**src/pulse_edge_consts.vh**
```
/*
  Shared constants for the pulse edge generator: register offsets,
  reset values and mode encodings. Included by the generator and the checker.
  Assumes a 16-bit register port with one word per offset.

//Contract
//Period counter counts zero to period_limit, restarts
//Signal toggles when counter equals its target
//Mode select picks resonant, triangular, leading equations
//Filter period must equal twice filter duty
//Dead times from event differences and period
//Average dead time is half their sum
//Resonant: duty minus average dead time, both outputs
//Resonant: secondary falls at filter period minus offset
//Resonant: only primary rising edge stays fixed
//Triangular pulse centred in the period
//Triangular: primary silent, no adaptive trigger
//Triangular rise: half period, minus half duty, plus A
//Triangular fall: half period, half duty, B added
//Phase trigger from register or filter duty
//Sample triggers and blanking from own registers
//Leading edge: primary falls at event one
//Leading: primary rises at event1, minus duty, plus A
//Leading: trigger A at event1, minus duty, offset
//Leading edge: trigger B uses half duty
//Leading edge: secondary rises at event four
//Leading: secondary falls dead time before primary
*/
`ifndef PULSE_EDGE_CONSTS_VH
`define PULSE_EDGE_CONSTS_VH

`define ADDR_CTRL 5'h00
`define ADDR_PERIOD 5'h01
`define ADDR_EVENT1 5'h02
`define ADDR_EVENT2 5'h03
`define ADDR_EVENT3 5'h04
`define ADDR_EVENT4 5'h05
`define ADDR_ADJ_A 5'h06
`define ADDR_ADJ_B 5'h07
`define ADDR_ADAPT 5'h08
`define ADDR_PHASE 5'h09
`define ADDR_SAMP1 5'h0A
`define ADDR_SAMP2 5'h0B
`define ADDR_BLKA_BEG 5'h0C
`define ADDR_BLKA_END 5'h0D
`define ADDR_BLKB_BEG 5'h0E
`define ADDR_BLKB_END 5'h0F
`define ADDR_STATUS 5'h10
`define ADDR_COUNT 5'h11

`define CTRL_MODE_LSB 0
`define CTRL_MODE_MSB 1
`define CTRL_PHASE_SRC 2
`define CTRL_ADAPT_SEL 3
`define CTRL_ENABLE 4

`define MODE_RESONANT 2'h0
`define MODE_TRIANGULAR 2'h1
`define MODE_LEADING 2'h2

`define PERIOD_RESET 16'h00FF
`define EVENT_RESET 16'h0000

`endif

```
**src/pulse_edge_generator.v**
```verilog
/*
  Pulse edge generator: register file, edge equations for resonant,
  triangular and leading-edge modes, and the match logic that drives
  the two pulse outputs and the trigger pulses. Assumes filter duty and
  period arrive synchronous to clk and that the filter keeps its own
  period at twice its duty in resonant mode.
*/
`timescale 1ns/1ps
`default_nettype none
`include "pulse_edge_consts.vh"
module pulse_edge_generator #(
  parameter WIDTH = 16
) (
  // Clock, reset, enable
  input wire clk,
  input wire rst,
  input wire clkEn,
  // Register port
  input wire [4:0] regAddr,
  input wire [WIDTH-1:0] regWdata,
  input wire regWr,
  input wire regRd,
  output reg [WIDTH-1:0] regRdata,
  // Compensator filter
  input wire [WIDTH-1:0] filterDuty,
  input wire [WIDTH-1:0] filterPeriod,
  // Pulse outputs
  output wire primary_pulse_out,
  output wire secondary_pulse_out,
  // Trigger pulses, one cycle each
  output reg adaptTrig,
  output reg phaseTrig,
  output reg sampTrig1,
  output reg sampTrig2,
  // Blanking windows
  output wire blankA,
  output wire blankB
);
  reg [4:0] ctrl_reg;
  reg [WIDTH-1:0] period_limit_reg;
  reg [WIDTH-1:0] ev1_reg;
  reg [WIDTH-1:0] ev2_reg;
  reg [WIDTH-1:0] ev3_reg;
  reg [WIDTH-1:0] ev4_reg;
  reg [WIDTH-1:0] adjA_reg;
  reg [WIDTH-1:0] adjB_reg;
  reg [WIDTH-1:0] adapt_reg;
  reg [WIDTH-1:0] phase_reg;
  reg [WIDTH-1:0] samp1_reg;
  reg [WIDTH-1:0] samp2_reg;
  reg [WIDTH-1:0] blkABeg_reg;
  reg [WIDTH-1:0] blkAEnd_reg;
  reg [WIDTH-1:0] blkBBeg_reg;
  reg [WIDTH-1:0] blkBEnd_reg;
  reg [WIDTH-1:0] duty_reg;
  reg [WIDTH-1:0] fperiod_reg;
  reg [1:0] mode_reg;
  reg [WIDTH-1:0] aRise;
  reg [WIDTH-1:0] aFall;
  reg [WIDTH-1:0] bRise;
  reg [WIDTH-1:0] bFall;
  reg [WIDTH-1:0] adaptAt;
  reg aActive;
  reg adaptActive;
  wire [WIDTH-1:0] count;
  wire periodStart;
  wire run;
  wire [WIDTH-1:0] deadTime1;
  wire [WIDTH-1:0] deadTime2;
  wire [WIDTH:0] deadSum;
  wire [WIDTH-1:0] deadAvg;
  wire [WIDTH-1:0] dutyHalf;
  wire [WIDTH-1:0] periodHalf;
  wire [WIDTH-1:0] resOn;
  wire [WIDTH-1:0] leadRise;
  wire [WIDTH-1:0] phaseAt;
  wire blankANext;
  wire blankBNext;
  reg blankA_reg;
  reg blankB_reg;

  assign run = ctrl_reg[`CTRL_ENABLE];

  // Register writes; the mode and filter values latch per period so a
  // change mid-period cannot tear an edge pair.
  always @(posedge clk)
  begin
    if (rst)
    begin
      ctrl_reg <= 5'h00;
      period_limit_reg <= `PERIOD_RESET;
      ev1_reg <= `EVENT_RESET;
      ev2_reg <= `EVENT_RESET;
      ev3_reg <= `EVENT_RESET;
      ev4_reg <= `EVENT_RESET;
      adjA_reg <= `EVENT_RESET;
      adjB_reg <= `EVENT_RESET;
      adapt_reg <= `EVENT_RESET;
      phase_reg <= `EVENT_RESET;
      samp1_reg <= `EVENT_RESET;
      samp2_reg <= `EVENT_RESET;
      blkABeg_reg <= `EVENT_RESET;
      blkAEnd_reg <= `EVENT_RESET;
      blkBBeg_reg <= `EVENT_RESET;
      blkBEnd_reg <= `EVENT_RESET;
    end
    else if (clkEn && regWr)
    begin
      case (regAddr)
        `ADDR_CTRL: ctrl_reg <= regWdata[4:0];
        `ADDR_PERIOD: period_limit_reg <= regWdata;
        `ADDR_EVENT1: ev1_reg <= regWdata;
        `ADDR_EVENT2: ev2_reg <= regWdata;
        `ADDR_EVENT3: ev3_reg <= regWdata;
        `ADDR_EVENT4: ev4_reg <= regWdata;
        `ADDR_ADJ_A: adjA_reg <= regWdata;
        `ADDR_ADJ_B: adjB_reg <= regWdata;
        `ADDR_ADAPT: adapt_reg <= regWdata;
        `ADDR_PHASE: phase_reg <= regWdata;
        `ADDR_SAMP1: samp1_reg <= regWdata;
        `ADDR_SAMP2: samp2_reg <= regWdata;
        `ADDR_BLKA_BEG: blkABeg_reg <= regWdata;
        `ADDR_BLKA_END: blkAEnd_reg <= regWdata;
        `ADDR_BLKB_BEG: blkBBeg_reg <= regWdata;
        `ADDR_BLKB_END: blkBEnd_reg <= regWdata;
        default: ;
      endcase
    end
  end

  // Read data stands one cycle after the strobe, zero otherwise
  always @(posedge clk)
  begin
    if (rst)
      regRdata <= {WIDTH{1'b0}};
    else if (clkEn)
    begin
      if (!regRd)
        regRdata <= {WIDTH{1'b0}};
      else
      begin
        case (regAddr)
          `ADDR_CTRL: regRdata <= {{(WIDTH-5){1'b0}}, ctrl_reg};
          `ADDR_PERIOD: regRdata <= period_limit_reg;
          `ADDR_EVENT1: regRdata <= ev1_reg;
          `ADDR_EVENT2: regRdata <= ev2_reg;
          `ADDR_EVENT3: regRdata <= ev3_reg;
          `ADDR_EVENT4: regRdata <= ev4_reg;
          `ADDR_ADJ_A: regRdata <= adjA_reg;
          `ADDR_ADJ_B: regRdata <= adjB_reg;
          `ADDR_ADAPT: regRdata <= adapt_reg;
          `ADDR_PHASE: regRdata <= phase_reg;
          `ADDR_SAMP1: regRdata <= samp1_reg;
          `ADDR_SAMP2: regRdata <= samp2_reg;
          `ADDR_BLKA_BEG: regRdata <= blkABeg_reg;
          `ADDR_BLKA_END: regRdata <= blkAEnd_reg;
          `ADDR_BLKB_BEG: regRdata <= blkBBeg_reg;
          `ADDR_BLKB_END: regRdata <= blkBEnd_reg;
          `ADDR_STATUS: regRdata <= {{(WIDTH-4){1'b0}}, blankB_reg,
            blankA_reg, secondary_pulse_out, primary_pulse_out};
          `ADDR_COUNT: regRdata <= count;
          default: regRdata <= {WIDTH{1'b0}};
        endcase
      end
    end
  end

  // Mode and filter values take effect at the start of a period
  always @(posedge clk)
  begin
    if (rst)
    begin
      mode_reg <= `MODE_RESONANT;
      duty_reg <= {WIDTH{1'b0}};
      fperiod_reg <= {WIDTH{1'b0}};
    end
    else if (clkEn && (periodStart || !run))
    begin
      mode_reg <= ctrl_reg[`CTRL_MODE_MSB:`CTRL_MODE_LSB];
      duty_reg <= filterDuty;
      fperiod_reg <= filterPeriod;
    end
  end

  period_counter #(
    .WIDTH(WIDTH)
  ) counter (
    .clk(clk),
    .rst(rst),
    .clkEn(clkEn),
    .run(run),
    .periodLimit(period_limit_reg),
    .count_reg(count),
    .periodStart(periodStart)
  );

  // Arithmetic wraps modulo the counter width by design
  assign deadTime1 = ev3_reg - ev2_reg;
  assign deadTime2 = ev1_reg + period_limit_reg - ev4_reg;
  assign deadSum = {1'b0, deadTime1} + {1'b0, deadTime2};
  assign deadAvg = deadSum[WIDTH:1];
  assign dutyHalf = {1'b0, duty_reg[WIDTH-1:1]};
  assign periodHalf = {1'b0, period_limit_reg[WIDTH-1:1]};
  assign resOn = ev1_reg + duty_reg - deadAvg;
  assign leadRise = ev1_reg - duty_reg + adjA_reg;

  always @*
  begin
    aRise = {WIDTH{1'b0}};
    aFall = {WIDTH{1'b0}};
    bRise = {WIDTH{1'b0}};
    bFall = {WIDTH{1'b0}};
    adaptAt = {WIDTH{1'b0}};
    aActive = 1'b0;
    adaptActive = 1'b0;
    case (mode_reg)
      `MODE_RESONANT:
      begin
        aActive = 1'b1;
        adaptActive = 1'b1;
        aRise = ev1_reg;
        aFall = resOn;
        bRise = resOn + deadTime1;
        bFall = fperiod_reg - (period_limit_reg - ev4_reg);
        if (ctrl_reg[`CTRL_ADAPT_SEL])
          adaptAt = ev1_reg + dutyHalf + adapt_reg;
        else
          adaptAt = ev1_reg + duty_reg + adapt_reg;
      end
      `MODE_TRIANGULAR:
      begin
        aActive = 1'b0;
        adaptActive = 1'b0;
        bRise = periodHalf - dutyHalf + adjA_reg;
        bFall = periodHalf + dutyHalf + adjB_reg;
      end
      `MODE_LEADING:
      begin
        aActive = 1'b1;
        adaptActive = 1'b1;
        aFall = ev1_reg;
        aRise = leadRise;
        bRise = ev4_reg;
        bFall = leadRise - (ev2_reg - ev3_reg);
        if (ctrl_reg[`CTRL_ADAPT_SEL])
          adaptAt = ev1_reg - dutyHalf + adapt_reg;
        else
          adaptAt = ev1_reg - duty_reg + adapt_reg;
      end
      default:
      begin
        aActive = 1'b0;
        adaptActive = 1'b0;
      end
    endcase
  end

  edge_toggle #(
    .WIDTH(WIDTH)
  ) primaryEdge (
    .clk(clk),
    .rst(rst),
    .clkEn(clkEn),
    .active(run && aActive),
    .count(count),
    .riseAt(aRise),
    .fallAt(aFall),
    .out_reg(primary_pulse_out)
  );

  edge_toggle #(
    .WIDTH(WIDTH)
  ) secondaryEdge (
    .clk(clk),
    .rst(rst),
    .clkEn(clkEn),
    .active(run),
    .count(count),
    .riseAt(bRise),
    .fallAt(bFall),
    .out_reg(secondary_pulse_out)
  );

  assign phaseAt = ctrl_reg[`CTRL_PHASE_SRC] ? duty_reg : phase_reg;

  // Blanking windows open at begin, close at end; end wins a tie
  assign blankANext = (count == blkAEnd_reg) ? 1'b0 :
    ((count == blkABeg_reg) ? 1'b1 : blankA_reg);
  assign blankBNext = (count == blkBEnd_reg) ? 1'b0 :
    ((count == blkBBeg_reg) ? 1'b1 : blankB_reg);
  assign blankA = blankA_reg;
  assign blankB = blankB_reg;

  always @(posedge clk)
  begin
    if (rst)
    begin
      adaptTrig <= 1'b0;
      phaseTrig <= 1'b0;
      sampTrig1 <= 1'b0;
      sampTrig2 <= 1'b0;
      blankA_reg <= 1'b0;
      blankB_reg <= 1'b0;
    end
    else if (clkEn)
    begin
      adaptTrig <= run && adaptActive && (count == adaptAt);
      phaseTrig <= run && (count == phaseAt);
      sampTrig1 <= run && (count == samp1_reg);
      sampTrig2 <= run && (count == samp2_reg);
      blankA_reg <= run && blankANext;
      blankB_reg <= run && blankBNext;
    end
  end
endmodule // pulse_edge_generator
`default_nettype wire

```
**src/period_counter.v**
```verilog
/*
  Switching period counter: counts from zero to the period limit and
  flags the start of each period. Assumes a synchronous active-high
  reset and a clock enable that freezes the count.
*/
`timescale 1ns/1ps
`default_nettype none
module period_counter #(
  parameter WIDTH = 16
) (
  // Clock and control
  input wire clk,
  input wire rst,
  input wire clkEn,
  input wire run,
  // Period limit and state
  input wire [WIDTH-1:0] periodLimit,
  output reg [WIDTH-1:0] count_reg,
  output wire periodStart
);
  wire atLimit;
  reg [WIDTH-1:0] count_next;

  assign atLimit = (count_reg >= periodLimit);
  assign periodStart = run && (count_reg == {WIDTH{1'b0}});

  always @*
  begin
    if (!run)
      count_next = {WIDTH{1'b0}};
    else if (atLimit)
      count_next = {WIDTH{1'b0}};
    else
      count_next = count_reg + {{(WIDTH-1){1'b0}}, 1'b1};
  end

  always @(posedge clk)
  begin
    if (rst)
      count_reg <= {WIDTH{1'b0}};
    else if (clkEn)
      count_reg <= count_next;
  end
endmodule // period_counter
`default_nettype wire

```
**src/edge_toggle.v**
```verilog
/*
  Match-driven output: sets on a rising-edge match, clears on a
  falling-edge match. Assumes targets stable for a whole period.
*/
`timescale 1ns/1ps
`default_nettype none
module edge_toggle #(
  parameter WIDTH = 16
) (
  // Clock and control
  input wire clk,
  input wire rst,
  input wire clkEn,
  input wire active,
  // Counter and targets
  input wire [WIDTH-1:0] count,
  input wire [WIDTH-1:0] riseAt,
  input wire [WIDTH-1:0] fallAt,
  output reg out_reg
);
  reg out_next;

  // Fall wins a tie so a zero-width pulse stays low
  always @*
  begin
    if (!active)
      out_next = 1'b0;
    else if (count == fallAt)
      out_next = 1'b0;
    else if (count == riseAt)
      out_next = 1'b1;
    else
      out_next = out_reg;
  end

  always @(posedge clk)
  begin
    if (rst)
      out_reg <= 1'b0;
    else if (clkEn)
      out_reg <= out_next;
  end
endmodule // edge_toggle
`default_nettype wire

```
**config.mk**
```make
export PLATFORM = sky130hd
export DESIGN_NAME = pulse_edge_generator
export DESIGN_NICKNAME = d
export VERILOG_FILES = /design/src/pulse_edge_generator.v /design/src/period_counter.v /design/src/edge_toggle.v
export VERILOG_INCLUDE_DIRS = /design/src
export SDC_FILE = /design/constraint.sdc
export NUM_CORES = 2
export LEC_CHECK = 0
export BUFFER_PORTS_ARGS = -buffer_cell sky130_fd_sc_hd__clkbuf_2
export CAP_MARGIN = 20
export CORE_ASPECT_RATIO = 1.25
export CORE_UTILIZATION = 35
export CTS_CLUSTER_DIAMETER = 60
export DETAILED_ROUTE_END_ITERATION = 16
export PLACE_DENSITY = 0.5
export SYNTH_ARGS = -nofsm -noshare
export SYNTH_HDL_FRONTEND = slang
export SYNTH_SLANG_ARGS = --single-unit
export TNS_END_PERCENT = 5
```
**constraint.sdc**
```tcl
create_clock -name clk -period 13.3 [get_ports clk]
set_input_delay 1.33 -clock clk [delete_from_list [all_inputs] [get_ports clk]]
set_output_delay 1.33 -clock clk [all_outputs]
set_load 0.01 [all_outputs]
```
======== After elaboration in Yosys (flattened, before gate mapping) ========
Index checks and enable logic that the tools add are counted.
W data, S select, Z words.
storage, ports and cells
  bits in registers ....................... 319
  output and inout port bits .............. 24
  word-level logic and storage cells ...... 144
operators by class
  add/subtract/negate cells ............... 24
  $lt $le $gt $ge ......................... 1
  equality and inequality tests ........... 33
  mux-type cells .......................... 23
  reduce and logical (&&, ||, !) cells .... 34
operators with widths
  cell                     number
  $pmux W16 S18            1
  $eq A16 B16 Y1           12
  $add A16 B16 Y16         10
  $sub A16 B16 Y16         8
  $mux W16                 6
  $pmux W16 S2             3
  $pmux W16 S3             2
  $eq A5 B4 Y1 const B     8
  $reduce_and A2 Y1        18
  $eq A5 B3 Y1 const B     4
  $add A16 B16 Y17         1
  $add A15 B15 Y16         1
  $add A16 B1 Y16 const B  1
  $add A16 B15 Y16         1
  $ge A16 B16 Y1           1
  $logic_not A16 Y1        1
  $sub A15 B15 Y16         1
  $sub A16 B15 Y16         1
  $mux W1                  11
  $eq A5 B2 Y1 const B     2
  $eq A5 B5 Y1 const B     2
  $logic_and A1 B1 Y1      10
  $eq A5 B1 Y1 const B     1
  $logic_not A5 Y1         1
  other kinds (8)          8

======== Depth between registers and ports, before layout ========
  word-level depth ........................ 10
  mapped depth ............................ 39
  gate-level depth less buffers ........... 39

======== By module ========
A second synthesis with hierarchy kept.
second synthesis, totals
  cells, all modules ...................... 3990
  area total of the unflattened synthesis .. 30182.7 µm²
by module, submodules not included
  module                instances  cells an instance  area an instance (µm²)
  pulse_edge_generator  1          3734               28109.5
  period_counter        1          162                1292.5
  edge_toggle           2          47                 390.4

======== Worst setup path after synthesis ========
Ideal clock, no wire load.
  kind .................................... reg-to-reg
  from .................................... register ev1_reg[1]
  to ...................................... register secondaryEdge.out_reg
  setup time .............................. 0.078 ns
  arrival time ............................ 7.044 ns
  data required time ...................... 13.222 ns
  path slack .............................. 6.178 ns
  cell stages (with the launch flop) ...... 35
  period minus slack after synthesis ...... 7.122 ns
  cell sequence ........................... dfxtp_1 inv_1 fa_1 inv_1 ha_1 a21o_1 a21oi_1 o21ai_0 a21oi_1 o21ai_0 a21oi_1 o21ai_0 o41ai_1 xnor2_1 ha_1 o21ai_0 a21o_1 o31ai_1 nor2_1 xor2_1 ha_1 inv_1 nor2_1 nor2_1 o21ai_0 xnor2_1 ha_1 nor4b_1 mux2_2 or4_1 a211oi_1 a41o_1 a41oi_1 a211o_1 nor3_1
between the ends
  cells in the longest elaborated chain, start to end .. 9
  elaborated cells between the ends (all ways) .. 17
RTL lines
  what                         line                        text
  start, declared              pulse_edge_generator.v:41   reg [WIDTH-1:0] ev1_reg;
  start signal, assigned       pulse_edge_generator.v:92   ev1_reg <= `EVENT_RESET;
  start signal, assigned       pulse_edge_generator.v:112  `ADDR_EVENT1: ev1_reg <= regWdata;
  $add A16 B16 Y16             pulse_edge_generator.v:199  assign deadTime2 = ev1_reg + period_limit_reg - ev4_reg;
  $sub A16 B16 Y16             pulse_edge_generator.v:199
  $add A16 B16 Y17             pulse_edge_generator.v:200  assign deadSum = {1'b0, deadTime1} + {1'b0, deadTime2};
  $sub A16 B16 Y16             pulse_edge_generator.v:204  assign resOn = ev1_reg + duty_reg - deadAvg;
  $add A16 B16 Y16             pulse_edge_generator.v:223  bRise = resOn + deadTime1;
  $pmux W16 S3                 pulse_edge_generator.v:216  case (mode_reg)
  $eq A16 B16 Y1               edge_toggle.v:30            else if (count == riseAt)
  $ne A3 B1 Y1 (no line)       --
  $reduce_and A2 Y1 (no line)  --
  end signal, assigned         edge_toggle.v:41            out_reg <= out_next;
  end, declared                edge_toggle.v:19            output reg out_reg
Parallel ways exist; a longest one is shown, timed or not.
A chain may end at the register's enable or synchronous reset.

======== Worst setup path after layout ========
Same ends and word-level chain as after synthesis.

==> key figures <==
Run status
  – Status: finished, final reports clean

Timing
  – Final Hold Vio Count: 0
  – Unrepaired setup endpoints after global routing: no
  – Tmin final: 8.79 ns
  – Least setup slack across all paths after layout: 4.51 ns
  – Count of final max-slew check failures: 0
  – Worst slew pin tran: 1.24 ns
  – Maximum frequency from static timing analysis: 114 MHz
  – Final-layout setup total negative slack: 0 ns
  – Final setup skew: 0.0351 ns
  – Worst slew margin relative to its limit: 16.3%
  – Final worst-path cycle share: 66.1%
  – Setup violators final: 0

Synth
  – Synthesized instance count: 4183
  – Syn_area_per_cell: 7.56 µm²
  – Count of flip-flops with a built-in enable after synthesis: 0
  – Sequential element share of the synthesized area: 20.2%
  – Dominant cell by count in the synthesized netlist: sky130_fd_sc_hd__nand2_1
  – Top area cells in the synthesized netlist: sky130_fd_sc_hd__dfxtp_1 (20%), sky130_fd_sc_hd__ha_1 (10%), sky130_fd_sc_hd__nand2_1 (7.5%)
  – FF+latch count, synth: 319
  – Share of synthesized registers carrying an async set or reset: 0%
  – Yosys Warn Count: 0
  – Leading area contributor after synthesis: sky130_fd_sc_hd__dfxtp_1
  – Area of the mapped netlist: 31600 µm²
  – Top post-synthesis cells by count: sky130_fd_sc_hd__nand2_1 (630), sky130_fd_sc_hd__a21oi_1 (453), sky130_fd_sc_hd__inv_1 (353), sky130_fd_sc_hd__dfxtp_1 (319), sky130_fd_sc_hd__ha_1 (261)
  – Top_reg_cell synth: sky130_fd_sc_hd__dfxtp_1
  – Portion of synthesized cell area occupied by the leading cell type: 20.2%
  – Number of nets in the synthesized netlist: 4618
  – Number of library cell types mapped by synthesis: 83

Min path
  – Source of the worst hold timing path: ctrl_reg[2]
  – Class of the worst hold path: reg2reg

Detailed routing
  – Initial drt markers: 3208
  – Vias per std cell: 5.96
  – Detailed-router iteration count before antenna repair: 10
  – Average routed wire per standard cell: 28.5 µm
  – Final WL: 153 mm
  – DR DRC count: 0
  – Via total after detailed routing: 32000
  – ANT nets after route: 0

Finish
  – Final #Nets: 4591
  – FF+latch area: 6390 µm²
  – Relative area change from synthesis to final layout: 10.1%
  – Share of post-route cells with drive strength above 1: 6.71%
  – Post-Route Utilization: 39.1%
  – Count of fill cells added during filler insertion: 9378
  – Area of combinational cells with multiple inputs: 23100 µm²

Clocking
  – CTS Hold Bufs: 0
  – Number of clock buffers inserted by TritonCTS: 44
  – Number of buffers inserted by post-CTS setup repair: 0
  – Clock latency on the worst-skew pair: 0.62 ns
  – Sink Count: 319
  – Clock tree from TritonCTS: built
  – Worst-case clock buffer depth: 3
  – CTS resizes: 0
  – Root Buffer: sky130_fd_sc_hd__clkbuf_16
  – Clock edge transition at the registers on the reported setup and hold paths: 0.06 ns
  – H-tree levels: 2

Floorplanning
  – Die H: 338 µm
  – Effective utilization at floorplan: 35.5%
  – Number of ports placed on the die boundary: 82
  – Die area: 91600 µm²
  – Site Rows: 122
  – Width of the die: 271 µm
  – Core Region: 89000 µm²

Power and ir drop
  – P_int: 2.08 mW
  – Reported leakage power: 14.4 nW
  – Share of power burned in combinational logic: 29.9%
  – Worst IR Drop VDD: 0.101 mV
  – Total power density per cell area: 92.1 nW/µm²
  – Total power: 3.21 mW
  – Sw frac: 35.0%
  – Power dissipated by switching net loads: 1.12 mW
  – Clock Power Share: 39.5%
  – Proportion of power drawn by flip-flops and latches: 30.6%

Place
  – Number of buffers added on ports: 81
  – Global placer's final weighted congestion: 0.977
  – Post-Place Worst Slack: 4.62 ns
  – Dpl hpwl: 119 mm

Setup path
  – Category of the most critical setup path: reg2reg
  – Kind of start point of the critical path: register
  – Peak fanout along the critical path: 9
  – Worst setup path start: ev1_reg[1]
  – Launch instance of the worst register-to-register path: ev1_reg[1]
  – Crit path buffers/inverters: 1
  – Data arrival time of the critical path: 9.31 ns
  – Critical path's top delay family: compound AO/OA/AOI/OAI gates
  – Most Frequent Cell on Critical Path: sky130_fd_sc_hd__o21ai_0
  – Critical path data required time: 13.82 ns
  – Delay of the slowest cell on the worst path: 0.79 ns
  – Critical Path End Type: register
  – Slowest cell on the critical path: sky130_fd_sc_hd__a311oi_1

Global routing
  – Overall fraction of global-route tracks in use: 32.4%
  – Leftover overflow at the end of global routing: 0
  – Initial antenna violation count: 4
  – Vias in the first global route: 30900
  – First-pass GRT wire length: 216 mm
  – Pin count of the biggest net entering global routing: 178

Run
  – Number of maximum-capacitance constraint violations: 0
==> worst paths after layout <==
kind / to / slack, ns / cells after the start
worst max-delay path: secondaryEdge.out_reg / 4.51 / 30
worst min-delay path: ctrl_reg[2] / 0.46 / 2
worst max register to register: secondaryEdge.out_reg / 4.51 / 30
worst min register to register: ctrl_reg[2] / 0.46 / 2
==> cell usage in the layout, fill, tap and decap left out, types with 14 or more instances in the layout <==
| cell | Yosys | layout |
|---|---|---|
| sky130_fd_sc_hd__or4_1 | 14 | 14 |
| sky130_fd_sc_hd__o22ai_1 | 16 | 16 |
| sky130_fd_sc_hd__a222oi_1 | 29 | 29 |
| sky130_fd_sc_hd__a31oi_1 | 44 | 44 |
| sky130_fd_sc_hd__nand3_1 | 66 | 66 |
| sky130_fd_sc_hd__o21a_1 | 34 | 34 |
| sky130_fd_sc_hd__buf_4 | 0 | 78 |
| sky130_fd_sc_hd__nor2_1 | 246 | 244 |
| sky130_fd_sc_hd__a21o_1 | 62 | 62 |
| sky130_fd_sc_hd__inv_1 | 353 | 353 |
| sky130_fd_sc_hd__o21bai_1 | 22 | 22 |
| sky130_fd_sc_hd__nand2_1 | 630 | 630 |
| sky130_fd_sc_hd__nor3_1 | 88 | 84 |
| sky130_fd_sc_hd__xor2_1 | 116 | 116 |
| sky130_fd_sc_hd__or3_1 | 20 | 20 |
| sky130_fd_sc_hd__o31a_1 | 15 | 15 |
| sky130_fd_sc_hd__o21ai_0 | 135 | 135 |
| sky130_fd_sc_hd__a211oi_1 | 44 | 43 |
| sky130_fd_sc_hd__a21oi_1 | 453 | 452 |
| sky130_fd_sc_hd__and3_1 | 33 | 33 |
| sky130_fd_sc_hd__clkbuf_16 | 0 | 44 |
| sky130_fd_sc_hd__dfxtp_1 | 319 | 317 |
| sky130_fd_sc_hd__a22oi_1 | 54 | 54 |
| sky130_fd_sc_hd__xnor2_1 | 211 | 211 |
| sky130_fd_sc_hd__mux2i_1 | 95 | 95 |
| sky130_fd_sc_hd__and2_1 | 22 | 22 |
| sky130_fd_sc_hd__clkbuf_2 | 0 | 80 |
| sky130_fd_sc_hd__o31ai_1 | 22 | 22 |
| sky130_fd_sc_hd__a221oi_1 | 23 | 23 |
| sky130_fd_sc_hd__nor2b_1 | 28 | 28 |
| sky130_fd_sc_hd__nand4_1 | 34 | 34 |
| sky130_fd_sc_hd__o211ai_1 | 35 | 35 |
| sky130_fd_sc_hd__fa_1 | 116 | 116 |
| sky130_fd_sc_hd__nor4_1 | 33 | 32 |
| sky130_fd_sc_hd__a22o_1 | 23 | 23 |
| sky130_fd_sc_hd__nand2b_1 | 34 | 34 |
| sky130_fd_sc_hd__ha_1 | 261 | 261 |
==> kinds of logic (layout without fill, tap and decap cells) <==
| family | after synthesis | after routing | synth area share, % |
|---|---|---|---|
| simple gates | 1315 | 1315 | 19.0 |
| compound gates | 1141 | 1141 | 23.3 |
| buf+inv | 593 | 598 | 7.07 |
| fa+ha+maj | 377 | 377 | 17.7 |
| xor+xnor | 330 | 330 | 9.27 |
| flops | 319 | 319 | 20.2 |
| mux | 108 | 108 | 3.58 |
| other cells | 0 | 1 | 0 |
==> worst reg2reg max path, delay by kind of cell, from the launching register on <==
kind | cells | cell delay (ns)
AO/OA/AOI/OAI | 16 | 4.14
adder cells (fa/ha/maj) | 5 | 2.13
AND/OR/NAND/NOR | 5 | 0.92
flip-flops | 1 | 0.60
multiplexers | 1 | 0.39
XOR/XNOR | 2 | 0.30
buffers and inverters | 1 | 0.24
==> layer usage <==
metal / vias to the layer above / GRT usage [%] / routed length [µm]
met2: 1459 / 54.0 / 71200
met5: - / 0 / 14
met4: 2 / 22.1 / 12000
li1: 14600 / - / -
met1: 15500 / 38.8 / 58600
met3: 415 / 3.82 / 10900
==> power groups by stage <==
stage               Sequential (mW)  Combinational, mW  Clock, mW
floorplan                     0.996              0.681          0
global placement               1.00              0.940          0
detailed placement             1.00              0.937          0
CTS                           0.981              0.943       1.28
global route                  0.981               1.03       1.32
finish                        0.981              0.959       1.27
==> layout make-up <==
class | instances | area share, %
clock inverter | 24 | 0.970
tap | 1178 | 4.23
timing repair buffer | 160 | 2.93
sequential | 319 | 18.4
clock buffer | 54 | 3.38
antenna | 1 | 0.00718
inverter | 360 | 3.88
multi-input combinational | 3271 | 66.2
==> stage by stage <==
stage	instances	cell area (µm²)	hold slack, ns
global route	5367	34800	0.489
floorplan	4183	31600	0.446
finish	5367	34800	0.457
CTS	5366	34800	0.460
global placement	5288	33300	0.450
detailed placement	5288	33300	0.452
Power figures use the tool's default switching activity.
